**src/design/lim_status_pkg.sv**
```systemverilog
// Package with offsets, field layout, reset values and decode constants.
package lim_status_pkg;

    localparam int ADDR_W = 8;
    localparam logic [7:0] LIM_CFG_ADDR = 8'h0e;
    localparam logic [7:0] DET_CFG_ADDR = 8'h0f;
    localparam logic [7:0] FLAGS_ADDR = 8'h10;

    localparam logic [7:0] LIM_CFG_RESET = 8'h73;
    localparam logic [7:0] DET_CFG_RESET = 8'h00;
    localparam logic [7:0] FLAGS_RESET = 8'h00;

    localparam int RELEASE_LSB = 6;
    localparam int ATTACK_LSB = 4;
    localparam int THRESH_LSB = 0;
    localparam int AVG_BIT = 3;
    localparam int HYST_LSB = 0;

    localparam int BOOST_BIT = 7;
    localparam int GAIN_BIT = 5;
    localparam int CLIP_BIT = 4;
    localparam int UV_BIT = 3;
    localparam int OC_BIT = 2;
    localparam int OT_BIT = 1;
    localparam int BATT_BIT = 0;

    // Release rate in ms/dB for codes 0 to 3.
    localparam logic [11:0] RELEASE_MS_0 = 12'hc80;
    localparam logic [11:0] RELEASE_MS_1 = 12'h640;
    localparam logic [11:0] RELEASE_MS_2 = 12'h4b0;
    localparam logic [11:0] RELEASE_MS_3 = 12'h320;
    // Attack rate in us/dB for codes 0 to 3.
    localparam logic [6:0] ATTACK_US_0 = 7'h78;
    localparam logic [6:0] ATTACK_US_1 = 7'h3c;
    localparam logic [6:0] ATTACK_US_2 = 7'h1e;
    localparam logic [6:0] ATTACK_US_3 = 7'h14;
    // Threshold in units of 0.1 V: 6.6 V at code 0, 0.2 V less per code.
    localparam logic [6:0] THRESH_TOP_DV = 7'h42;
    localparam logic [6:0] THRESH_STEP_DV = 7'h02;
    // Inflection point in units of 0.1 V: 3.9 V at code 0, 0.1 V per code.
    localparam logic [5:0] INFL_TOP_DV = 6'h27;
    // Hysteresis in dBV: -36 at code 1, 3 dB per code; code 0 is none.
    localparam logic signed [7:0] HYST_BASE_DBV = -8'sd39;
    localparam logic signed [7:0] HYST_STEP_DB = 8'sd3;

    typedef struct packed {
        logic boost_fault;
        logic gain_reduced;
        logic clipping;
        logic undervoltage;
        logic amp_overcurrent;
        logic overtemp;
    } fault_cond_t;

    typedef struct packed {
        logic [11:0] release_ms_per_db;
        logic [6:0] attack_us_per_db;
        logic [6:0] attack_threshold_dv;
        logic detector_averaging_sel;
        logic hyst_enable;
        logic signed [7:0] hyst_dbv;
        logic [5:0] battery_inflection_dv;
    } limiter_setting_t;

endpackage

```
**src/design/limiter_config_fault_status.sv**
```systemverilog
// Limiter configuration registers and protection status register.
`timescale 1ns/10ps
module limiter_config_fault_status
    import lim_status_pkg::*;
(
    input wire logic i_ref_clk,
    input wire logic i_arst_n,
    input wire logic i_ce,
    input wire logic [7:0] i_reg_addr,
    input wire logic i_reg_wr,
    input wire logic [7:0] i_reg_wdata,
    input wire logic i_reg_rd,
    output logic [7:0] o_reg_rdata,
    input wire logic [2:0] i_battery_inflection_point,
    input wire logic i_battery_at_or_below,
    input wire fault_cond_t i_fault_cond,
    output logic [7:0] o_limiter_rate_threshold_cfg,
    output logic [7:0] o_detector_hysteresis_cfg,
    output logic [7:0] o_protection_fault_flags,
    output limiter_setting_t o_setting
);

    ////////////////////////////////////////////////////////////////////////
    logic rst_s1_ff;
    logic rst_n_ff;

    always_ff @(posedge i_ref_clk or negedge i_arst_n) begin
        if (!i_arst_n) begin
            rst_s1_ff <= 1'b0;
            rst_n_ff <= 1'b0;
        end else begin
            rst_s1_ff <= 1'b1;
            rst_n_ff <= rst_s1_ff;
        end
    end

    ////////////////////////////////////////////////////////////////////////
    logic [7:0] lim_cfg_ff;
    logic [7:0] det_cfg_ff;
    logic [7:0] flags_ff;
    logic [7:0] rdata_ff;

    wire sel_lim = (i_reg_addr == LIM_CFG_ADDR);
    wire sel_det = (i_reg_addr == DET_CFG_ADDR);
    wire sel_flags = (i_reg_addr == FLAGS_ADDR);
    wire wr_lim = i_reg_wr && sel_lim;
    wire wr_det = i_reg_wr && sel_det;

    always_ff @(posedge i_ref_clk or negedge rst_n_ff) begin
        if (!rst_n_ff) begin
            lim_cfg_ff <= LIM_CFG_RESET;
            det_cfg_ff <= DET_CFG_RESET;
        end else if (i_ce) begin
            if (wr_lim) begin
                lim_cfg_ff <= i_reg_wdata;
            end
            if (wr_det) begin
                det_cfg_ff <= i_reg_wdata;
            end
        end
    end

    ////////////////////////////////////////////////////////////////////////
    // Condition inputs come from analog monitors, so they are synchronised.
    logic [6:0] cond_sync;
    wire [6:0] cond_raw = {i_fault_cond.boost_fault,
                           i_fault_cond.gain_reduced,
                           i_fault_cond.clipping,
                           i_fault_cond.undervoltage,
                           i_fault_cond.amp_overcurrent,
                           i_fault_cond.overtemp,
                           i_battery_at_or_below};

    flag_sync #(
        .WIDTH(7)
    ) u_flag_sync (
        .i_ref_clk(i_ref_clk),
        .i_rst_n(rst_n_ff),
        .i_ce(i_ce),
        .i_async(cond_raw),
        .o_sync(cond_sync)
    );

    logic [7:0] nxt_flags;
    always_comb begin
        nxt_flags = 8'h00;
        nxt_flags[BOOST_BIT] = cond_sync[6];
        nxt_flags[GAIN_BIT] = cond_sync[5];
        nxt_flags[CLIP_BIT] = cond_sync[4];
        nxt_flags[UV_BIT] = cond_sync[3];
        nxt_flags[OC_BIT] = cond_sync[2];
        nxt_flags[OT_BIT] = cond_sync[1];
        nxt_flags[BATT_BIT] = cond_sync[0];
    end

    // Flags are live levels, not sticky; a read never alters them.
    always_ff @(posedge i_ref_clk or negedge rst_n_ff) begin
        if (!rst_n_ff) begin
            flags_ff <= FLAGS_RESET;
        end else if (i_ce) begin
            flags_ff <= nxt_flags;
        end
    end

    ////////////////////////////////////////////////////////////////////////
    wire [7:0] rd_mux = sel_lim ? lim_cfg_ff :
                        sel_det ? det_cfg_ff :
                        sel_flags ? flags_ff : 8'h00;

    always_ff @(posedge i_ref_clk or negedge rst_n_ff) begin
        if (!rst_n_ff) begin
            rdata_ff <= 8'h00;
        end else if (i_ce && i_reg_rd) begin
            rdata_ff <= rd_mux;
        end
    end

    assign o_reg_rdata = rdata_ff;
    assign o_limiter_rate_threshold_cfg = lim_cfg_ff;
    assign o_detector_hysteresis_cfg = det_cfg_ff;
    assign o_protection_fault_flags = flags_ff;

    ////////////////////////////////////////////////////////////////////////
    wire [1:0] release_rate_sel = lim_cfg_ff[RELEASE_LSB +: 2];
    wire [1:0] attack_rate_sel = lim_cfg_ff[ATTACK_LSB +: 2];
    wire [3:0] attack_threshold_sel = lim_cfg_ff[THRESH_LSB +: 4];
    wire detector_averaging_sel = det_cfg_ff[AVG_BIT];
    wire [2:0] hyst_sel = det_cfg_ff[HYST_LSB +: 3];

    logic [11:0] release_ms;
    logic [6:0] attack_us;
    always_comb begin
        unique case (release_rate_sel)
            2'h0: release_ms = RELEASE_MS_0;
            2'h1: release_ms = RELEASE_MS_1;
            2'h2: release_ms = RELEASE_MS_2;
            2'h3: release_ms = RELEASE_MS_3;
        endcase
        unique case (attack_rate_sel)
            2'h0: attack_us = ATTACK_US_0;
            2'h1: attack_us = ATTACK_US_1;
            2'h2: attack_us = ATTACK_US_2;
            2'h3: attack_us = ATTACK_US_3;
        endcase
    end

    wire [6:0] thresh_drop = 7'({3'h0, attack_threshold_sel} * THRESH_STEP_DV);
    wire [6:0] thresh_dv = THRESH_TOP_DV - thresh_drop;
    wire signed [7:0] hyst_dbv = HYST_BASE_DBV +
        8'(signed'({5'h00, hyst_sel}) * HYST_STEP_DB);
    wire [5:0] infl_dv = INFL_TOP_DV -
        {3'h0, i_battery_inflection_point};

    always_comb begin
        o_setting.release_ms_per_db = release_ms;
        o_setting.attack_us_per_db = attack_us;
        o_setting.attack_threshold_dv = thresh_dv;
        o_setting.detector_averaging_sel = detector_averaging_sel;
        o_setting.hyst_enable = (hyst_sel != 3'h0);
        o_setting.hyst_dbv = (hyst_sel != 3'h0) ? hyst_dbv : 8'sd0;
        o_setting.battery_inflection_dv = infl_dv;
    end

endmodule

```
**src/design/flag_sync.sv**
```systemverilog
// Three-stage synchroniser bank with agreement check for condition pins.
`timescale 1ns/10ps
module flag_sync
    import lim_status_pkg::*;
#(
    parameter int WIDTH = 7
) (
    input wire logic i_ref_clk,
    input wire logic i_rst_n,
    input wire logic i_ce,
    input wire logic [WIDTH-1:0] i_async,
    output logic [WIDTH-1:0] o_sync
);

    genvar g;
    generate
        for (g = 0; g < WIDTH; g++) begin : g_bit
            logic s1_ff;
            logic s2_ff;
            logic s3_ff;
            logic out_ff;
            wire agree = (s2_ff == s3_ff);
            always_ff @(posedge i_ref_clk or negedge i_rst_n) begin
                if (!i_rst_n) begin
                    s1_ff <= 1'b0;
                    s2_ff <= 1'b0;
                    s3_ff <= 1'b0;
                    out_ff <= 1'b0;
                end else if (i_ce) begin
                    s1_ff <= i_async[g];
                    s2_ff <= s1_ff;
                    s3_ff <= s2_ff;
                    if (agree) begin
                        out_ff <= s3_ff;
                    end
                end
            end
            assign o_sync[g] = out_ff;
        end
    endgenerate

endmodule

```
**config.mk**
```make
export PLATFORM = sky130hd
export DESIGN_NAME = limiter_config_fault_status
export DESIGN_NICKNAME = d
export VERILOG_FILES = /design/src/design/lim_status_pkg.sv /design/src/design/limiter_config_fault_status.sv /design/src/design/flag_sync.sv
export SDC_FILE = /design/constraint.sdc
export NUM_CORES = 1
export LEC_CHECK = 0
export BUFFER_PORTS_ARGS = -buffer_cell sky130_fd_sc_hd__buf_2
export CORE_ASPECT_RATIO = 0.8
export CORE_MARGIN = 4
export CORE_UTILIZATION = 35
export CTS_CLUSTER_SIZE = 30
export DETAILED_ROUTE_END_ITERATION = 8
export SLEW_MARGIN = 25
export SYNTH_ARGS = -nofsm -noshare
export SYNTH_HDL_FRONTEND = slang
export SYNTH_SLANG_ARGS = --single-unit
export TNS_END_PERCENT = 50
```
**constraint.sdc**
```tcl
create_clock -name i_ref_clk -period 2.6 [get_ports i_ref_clk]
set_input_delay 0.39 -clock i_ref_clk [delete_from_list [all_inputs] [get_ports i_ref_clk]]
set_output_delay 0.39 -clock i_ref_clk [all_outputs]
set_load 0.01 [all_outputs]
```
== Word-level counts from Yosys, hierarchy flattened ==
Index checks and enable logic that the tools add are counted.

* Muxes and demuxes: 6
* Reduce and logical (&&, ||, !) cells: 15
* Eq/ne operators: 16
* Add/subtract/negate cells: 3
* $mul: 1

{| class="wikitable"
|+ Operators with widths
! cell !! number
|-
| one-hot mux 12 bit (4 select lines) || 1
|-
| two-way mux 8 bit || 4
|-
| one-hot mux 7 bit (4 select lines) || 1
|-
| AND reduction 2 bit || 9
|-
| equality test 8 x 4 -> 1 bit (second input constant) || 2
|-
| adder 7 x 6 -> 8 bit (first input constant) || 1
|-
| equality test 2 bit (second input constant) || 4
|-
| equality test 8 x 5 -> 1 bit (second input constant) || 1
|-
| equality test 1 bit || 7
|-
| subtractor 7 x 5 -> 7 bit (first input constant) || 1
|-
| subtractor 6 x 3 -> 6 bit (first input constant) || 1
|-
| multiplier 3 x 2 -> 5 bit (second input constant) || 1
|-
| equality test 2 x 1 -> 1 bit (second input constant) || 2
|-
| logical NOT 2 bit || 2
|-
| logical AND 1 bit || 3
|-
| nonzero test 3 bit || 1
|}

* Output and inout port bits: 74
* Bits of input ports: 31
* Register bits after elaboration: 61
* Logic and storage cells: 75

== Logic depth before layout (Yosys ltp) ==
Gate-level depths: netlist of the first run.

* Depth in word-level cells: 4
* Mapped depth: 5
* Mapped depth without buffers: 5

== Cells and area by module ==
Synthesis of the first run repeated with hierarchy kept, for this count alone.

* Cell total of the unflattened synthesis: 254
* Area, all modules: 3138.0 um^2

{| class="wikitable"
|+ By module, submodules not included
! module !! cells each !! area each (um^2) !! seq. area each (um^2) !! times used
|-
| limiter_config_fault_status || 171 || 1939.4 || 832.0 || 1
|-
| flag_sync || 83 || 1198.6 || 700.7 || 1
|}

== Worst setup path after synthesis of the first run ==
Ideal clock, no wire load.

* Kind: register to output
* Start: register det_cfg_ff[0], in the netlist o_detector_hysteresis_cfg[0]
* End: output o_setting[9] (netlist name)
* Cell stages (with the launch flop): 6
* Slack: 0.334 ns
* Data arrival time: 1.876 ns
* Path buffers: 0
* Required time: 2.210 ns
* Cell sequence: dfrtp_1 ha_1 fa_1 nand3_1 xor2_1 mux2_2

{| class="wikitable"
|+ RTL lines
! item !! RTL line !! RTL
|-
| start, declared || limiter_config_fault_status.sv:39 || <nowiki>logic [7:0] det_cfg_ff;</nowiki>
|-
| start signal, assigned || limiter_config_fault_status.sv:58 || <nowiki>det_cfg_ff <= i_reg_wdata;</nowiki>
|-
| end, declared || limiter_config_fault_status.sv:20 || <nowiki>output limiter_setting_t o_setting</nowiki>
|}

==> impl_metrics.py, run 1 <==
metrics = {
    "sta": {
        "whs_ps": 283.7,
        "slew_violations": 0,
        "slew_headroom": 0.5077,
        "finalSetupTns_ps": 0,
        "finClkSkew_ps": 7.810,
        "setup_viol": 0,
        "worst_slew_pin_slew_ps": 738.5,
        "rsz0062_at_grt": "yes",
        "fin_crit_sh": 0.9849,
        "layout_setup_ws_ps": 39.15,
        "clock.fmax_ghz": 0.3905,
        "hold_viol": 0,
        "fin_crit_ps": 2561,
    },
    "routing": {
        "post_drt_via_cell_ratio": 4.636,
        "wl_per_cell_um": 13.85,
        "drc": 0,
        "wirelength_mm": 6.510,
        "ant_nets": 0,
        "vias": 2179,
        "first_pass_iters": 4,
        "drt_iter0_markers": 64,
    },
    "synthesis": {
        "synthTopCellsByArea": "dfrtp_1 (47%), mux2_2 (11%), dfstp_2 (4.4%)",
        "synth_seq_cells": 61,
        "yosys_warnings": 0,
        "synthDistinctLibCells": 38,
        "yosysTopAreaCellShare": 0.4661,
        "synth_area_per_cell_um2": 11.61,
        "synth_top_cell_by_area": "dfrtp_1",
        "syn-cell-area_um2": 3007,
        "synth_cells": 259,
        "ys_seq_area_frac": 0.5098,
    },
    "setup_path": {
        "crit_path_max_fanout": 3,
        "crit_required_ps": 2210,
        "cp.arrival_ps": 2170,
        "end_kind": "primary output",
        "critPathKind": "flip-flop to primary output",
        "startpoint_type": "flip-flop",
    },
    "placed_design": {
        "dp_cells": 447,
        "postPlaceCellArea_um2": 3497,
        "gp_congestion": 0.7523,
        "place_ws_ps": 195.3,
        "post-dp-hpwl_mm": 4.735,
        "io_buffers": 93,
    },
    "layout": {
        "fin_nets": 396,
        "design_area_um2": 3862,
        "area_delta_synth_final_pct": 28.46,
        "fin_cells": 470,
        "seq_area_um2": 1535,
        "utilization": 0.4752,
        "antenna_cells": 0,
        "drive_above_1_share": 0.4834,
        "multi_input_area_um2": 1282,
        "nFillCells": 762,
    },
    "power": {
        "clockPowerShare": 0.418,
        "p_total_mw": 2.593,
        "p_sw_uw": 637.8,
        "p_seq_frac": 0.443,
        "p_int_mw": 1.955,
        "power_density_nw_per_um2": 671.3,
        "switching_share": 0.2460,
        "combPwrFrac": 0.140,
        "leakage_nw": 1.993,
        "peakVddDrop_mv": 0.4368,
    },
    "outcome": {
        "status": "finished clean",
    },
    "die": {
        "die-area_um2": 10150,
        "die_h_um": 90.90,
        "ios": 105,
        "coreArea_um2": 8128,
        "die_w_um": 111.6,
        "start_util": 0.3699,
        "row_count": 29,
    },
    "grt": {
        "grt_start_max_net_pins": 60,
        "grt_pass1_wl_mm": 10.71,
        "grt_use_total": 0.1311,
        "grt_pass1_vias": 2160,
        "grt-ovfl-total": 0,
        "antenna_found_initial": 0,
    },
    "clock_network": {
        "h-tree-depth": 3,
        "clock_tree.buffer_depth": 2,
        "clock_latency_ps": 340,
        "clock_tree.root_cell": "clkbuf_8",
        "cts_made_buffers": 9,
        "cts_sinks": 61,
        "cts.reportedPaths.clkPinSlew_ps": 70,
        "cts_tree": "built",
    },
    "run": {
        "max_cap_violations": 0,
    },
    "worst_hold_path": {
        "hp-class": "input port to flip-flop",
    },
}
[what timing repair did]
action	in CTS	in global routing
buffers inserted	3	3
pin swaps	1	3
resized for setup	8	4
endpoints found under the setup margin	1	2
hold endpoints to repair	2	0
hold buffers	1	0
[per-layer routing]
layer,track usage,up-vias,share of wire
met5,0,-,0
met2,0.2146,65,0.48
met1,0.1610,1057,0.45
li1,-,1049,-
met3,0.04889,8,0.061
met4,0.04154,0,0.012
[sequential cells by signal, summed over array words and instances, names as in the netlist, 7 cells and up]
register                      flops
o_reg_rdata                       8
u_flag_sync.g_bit.s3_ff           7
o_protection_fault_flags          7
u_flag_sync.g_bit.s2_ff           7
u_flag_sync.g_bit.out_ff          7
u_flag_sync.g_bit.s1_ff           7
o_limiter_rate_threshold_cfg      8
o_detector_hysteresis_cfg         8
[kinds of logic after synthesis]
logic type	synth area share
other	0.002498
multiplexers	0.1756
AO/OA/AOI/OAI	0.08490
flip-flops	0.5098
adder cells (fa/ha/maj)	0.03579
AND/OR/NAND/NOR	0.09031
XOR/XNOR	0.01165
buffers and inverters	0.08947
[cells in the final DEF, fill, tap and decap left out, types with 5 or more instances in the layout]
cell,Yosys,final
buf_2,0,92
dfrtp_1,56,54
mux2_2,30,29
inv_1,22,22
nor2_1,15,15
a21oi_1,15,15
nand2_1,13,13
conb_1,2,12
clkbuf_8,1,12
buf_4,15,10
mux2_4,8,9
o32ai_1,7,7
nand2b_1,7,7
o21ai_0,8,7
mux2i_1,7,7
a22o_1,6,6
ha_1,7,6
dfstp_2,5,5
[path summary, 6_finish.rpt]
kind                                                       from                      endpoint  slack, ps  depth (start not counted)
worst max-delay path               o_detector_hysteresis_cfg[1]                  o_setting[9]         40                          6
max in group asynchronous                              rst_n_ff  o_detector_hysteresis_cfg[1]       1650                          1
worst max register to register  o_limiter_rate_threshold_cfg[7]                o_reg_rdata[7]       1410                          2
worst min-delay path                            i_fault_cond[4]    u_flag_sync.g_bit[5].s1_ff        280                          2
worst min register to register                        rst_s1_ff                      rst_n_ff        370                          0
min in group asynchronous                              i_arst_n                      rst_n_ff        370                          2
[area by class of cell]
class | instances | share of cell area
clock buffer | 13 | 0.04373
tap | 108 | 0.03499
multi-input combinational | 158 | 0.3320
inverter | 22 | 0.02138
sequential | 61 | 0.3975
clock inverter | 3 | 0.02332
timing repair buffer | 105 | 0.1471
[synth_stat cells (all sizes together)]
library cell,count
dfrtp,56
mux2,38
inv,22
buf,18
a21oi,15
nor2,15
nand2,13
clkbuf,10
o21ai,8
ha,7
mux2i,7
nand2b,7
o32ai,7
a22o,6
dfstp,5
nor2b,3
conb,2
nand3,2
or3,2
xnor2,2
xor2,2
a32o,1
and2,1
fa,1
nand4b,1
nor3,1
nor3b,1
nor4,1
o21a,1
o41ai,1
or2,1
or4,1
or4b,1
[worst max-delay path, cell delays in order, from the launching register on]
cell	delay, ps
dfrtp_2	440
buf_6	130
fa_1	570
nand3_2	110
xor2_2	160
mux2_4	320
buf_6	120
[power by group through the flow]
stage	logic, mW	clock network [mW]	registers (mW)
2_1_floorplan	0.223	0	1.18
6_report	0.362	1.08	1.15
5_1_grt	0.411	1.16	1.17
4_1_cts	0.367	1.11	1.15
3_5_place_dp	0.360	0	1.17
3_3_place_gp	0.349	0	1.16
Power figures use the tool's default switching activity.
==> run 2: changes to the inputs <==
--- a/config.mk
+++ b/config.mk
@@ -14,5 +14,6 @@
 export SLEW_MARGIN = 25
 export SYNTH_ARGS = -nofsm -noshare
 export SYNTH_HDL_FRONTEND = slang
+export SYNTH_HIERARCHICAL = 1
 export SYNTH_SLANG_ARGS = --single-unit
 export TNS_END_PERCENT = 50
==> run 2 against run 1 <==
Sequential cell count unchanged. Sequential power increased by 8%. Clock power is 31% lower. Wire length is 6.2% higher. Cell area shrank 1.1%. Critical path depth increased by 1. Critical endpoint unchanged.
==> impl_metrics.py, run 2 <==
metrics = {
    "grt": {
        "use_met1": 0.1908,
        "antenna_found_initial": 0,
        "met2_usage": 0.2054,
        "grt_use_total": 0.1394,
        "grt_pass1_vias": 2292,
        "grt_pass1_wl_mm": 11.56,
        "grt-ovfl-total": 0,
        "busiest_layer": "met2",
        "met3_usage": 0.06401,
        "grt_start_max_net_pins": 39,
    },
    "layout": {
        "fin_nets": 383,
        "drive_above_1_share": 0.5316,
        "antenna_cells": 0,
        "nFillCells": 831,
        "area_delta_synth_final_pct": 21.73,
        "mostFrequentLayoutCells": "buf_2 (93), dfrtp_1 (54), mux2_2 (43)",
        "utilization": 0.4444,
        "design_area_um2": 3820,
        "final_common_cell": "buf_2",
    },
    "synthesis": {
        "syn-cell-area_um2": 3138,
        "yosysMostFrequentCell": "dfrtp_1",
        "ys_seq_area_frac": 0.4884,
        "yosys_warnings": 6,
        "synthDistinctLibCells": 41,
        "synth_seq_cells": 61,
        "synth_area_per_cell_um2": 12.35,
        "yosysTopAreaCellShare": 0.4466,
        "synth_edf_count": 0,
        "dominantRegCellSynth": "dfrtp_1",
        "synthTopCellsByCount": "dfrtp_1 (56), mux2_2 (43), buf_4 (23)",
        "synthTopCellsByArea": "dfrtp_1 (45%), mux2_2 (15%), buf_4 (5.5%)",
        "ys_async_sr_fraction": 1.000,
        "synth_cells": 254,
        "synth_top_cell_by_area": "dfrtp_1",
    },
    "sta": {
        "clock.fmax_ghz": 0.3945,
        "fin_crit_sh": 0.9750,
        "slew_headroom": 0.6623,
        "setup_viol": 0,
        "worst_slew_pin_slew_ps": 506.5,
        "fin_crit_ps": 2535,
        "hold_viol": 0,
        "finalSetupTns_ps": 0,
        "slew_violations": 0,
        "layout_setup_ws_ps": 64.99,
        "whs_ps": 238.2,
        "finClkSkew_ps": 4.096,
    },
    "die": {
        "die_w_um": 113.9,
        "die-area_um2": 10550,
        "ios": 105,
        "coreArea_um2": 8596,
        "start_util": 0.3651,
        "die_h_um": 92.69,
        "row_count": 30,
    },
    "clock_network": {
        "cts_made_buffers": 9,
        "cts_sinks": 61,
        "clock_tree.root_cell": "clkbuf_8",
        "cts.reportedPaths.clkPinSlew_ps": 60,
        "clock_latency_ps": 330,
        "cts_tree": "built",
        "clock_tree.buffer_depth": 2,
        "h-tree-depth": 3,
    },
    "setup_path": {
        "critPathMaxStageDelay_ps": 580,
        "critPathSlowestCell": "fa_2",
        "regToRegSetupSlack_ps": 1340,
        "crit_required_ps": 2210,
        "r2r_end": "o_reg_rdata[1]",
        "cp.arrival_ps": 2150,
        "r2r_start": "o_detector_hysteresis_cfg[1]",
        "critPathKind": "flip-flop to primary output",
        "crit_chain": "ha_1 > fa_2 > nand3_2 > xnor2_2 > nor3_2 > a21o_1 > buf_2",
        "worstRegToRegCells": 4,
        "end_kind": "primary output",
        "startpoint_type": "flip-flop",
        "crit_path_max_fanout": 3,
    },
    "run": {
        "max_cap_violations": 0,
    },
    "routing": {
        "wl_per_cell_um": 15.02,
        "wirelength_mm": 6.911,
        "vias": 2226,
        "drt_iter0_markers": 95,
        "drc": 0,
        "first_pass_iters": 4,
        "post_drt_via_cell_ratio": 4.839,
        "ant_nets": 0,
    },
    "power": {
        "switching_share": 0.2731,
        "p_sw_uw": 667.4,
        "p_seq_frac": 0.507,
        "combPwrFrac": 0.187,
        "leakage_nw": 1.881,
        "clockPowerShare": 0.306,
        "peakVddDrop_mv": 0.3827,
        "power_density_nw_per_um2": 639.7,
        "p_int_mw": 1.776,
    },
    "placed_design": {
        "postPlaceCellArea_um2": 3596,
        "io_buffers": 93,
        "post-dp-hpwl_mm": 5.221,
        "place_ws_ps": 290.4,
        "gp_congestion": 0.7071,
    },
    "outcome": {
        "status": "finished clean",
    },
    "worst_hold_path": {
        "hp-class": "flip-flop to asynchronous set/reset pin",
    },
}
[run 2: changes by cell type in the layout (fill, tap and decap cells not counted), sizes merged, moves of 6 or more]
cell / change
mux2i: -6
nor2: -9
a221o: +7
inv: -7
o21ai: -7
o22ai: +7
o32ai: -7
a21oi: -12
or2b: +6
a21o: +8
nand2: -6
o221a: +7
[run 2: cells by family after synthesis]
| family | Yosys count | share of synthesized area |
|---|---|---|
| AO/OA/AOI/OAI | 42 | 0.1136 |
| multiplexers | 44 | 0.1575 |
| buffers and inverters | 48 | 0.09569 |
| flip-flops | 61 | 0.4884 |
| AND/OR/NAND/NOR | 45 | 0.09689 |
| adder cells (fa/ha/maj) | 8 | 0.03429 |
| other | 2 | 0.002393 |
| XOR/XNOR | 4 | 0.01116 |
[run 2: per-layer routing]
layer / routed length [µm] / part of all wire / vias up
li1: - / - / 1055
met1: 3318 / 0.48 / 1086
met2: 2990 / 0.43 / 83
met3: 593 / 0.086 / 2
met4: 10 / 0.0014 / 0
met5: 0 / 0 / -
[run 2: timing repair]
action / in CTS / in global routing
resized for setup: 1 / 4
setup buffers: 2 / 0
hold buffers: 1 / 0
setup endpoints to repair: 1 / 1
pin swaps: 1 / 1
endpoints found under the hold margin: 2 / 0
[run 2: how the worst max path moves through the flow]
stage / startpoint / to / cells past startpoint
finish: o_detector_hysteresis_cfg[1] / o_setting[9] / 7
global route: o_detector_hysteresis_cfg[1] / o_setting[9] / 7
CTS: o_detector_hysteresis_cfg[1] / o_setting[9] / 7
detailed placement: o_detector_hysteresis_cfg[1] / o_setting[9] / 7
global placement: o_detector_hysteresis_cfg[1] / o_setting[9] / 7
floorplan: o_detector_hysteresis_cfg[0] / o_setting[9] / 6
[run 2: worst max-delay path: cells and delay by family, from the launching register on]
kind            cells  cell delay, ps
xor+xnor            1             180
buf+inv             1             130
simple gates        2             150
flops               1             400
compound gates      1             160
fa+ha+maj           2             790
[run 2: area by class of cell]
class	count	area [µm²]	share of cell area
multi-input cells	155	1363	0.3567
clock buffers	14	172.7	0.04520
inverters	15	56.30	0.01474
repair buffers	102	548.0	0.1435
clock inverters	1	5.005	0.001310
well taps	112	140.1	0.03669
flip-flops and latches	61	1535	0.4019
[run 2: power groups by stage]
stage               sequential [mW]  combinational, mW  clock (mW)
finish                         1.24              0.456       0.748
global route                   1.27              0.505       0.825
CTS                            1.24              0.463       0.774
detailed placement             1.26              0.458           0
global placement               1.25              0.448           0
floorplan                      1.26              0.331           0
[run 2: stage by stage]
stage,power (mW),instances
detailed placement,1.718,442
global placement,1.700,442
finish,2.444,460
global route,2.597,460
CTS,2.481,460
floorplan,1.589,264
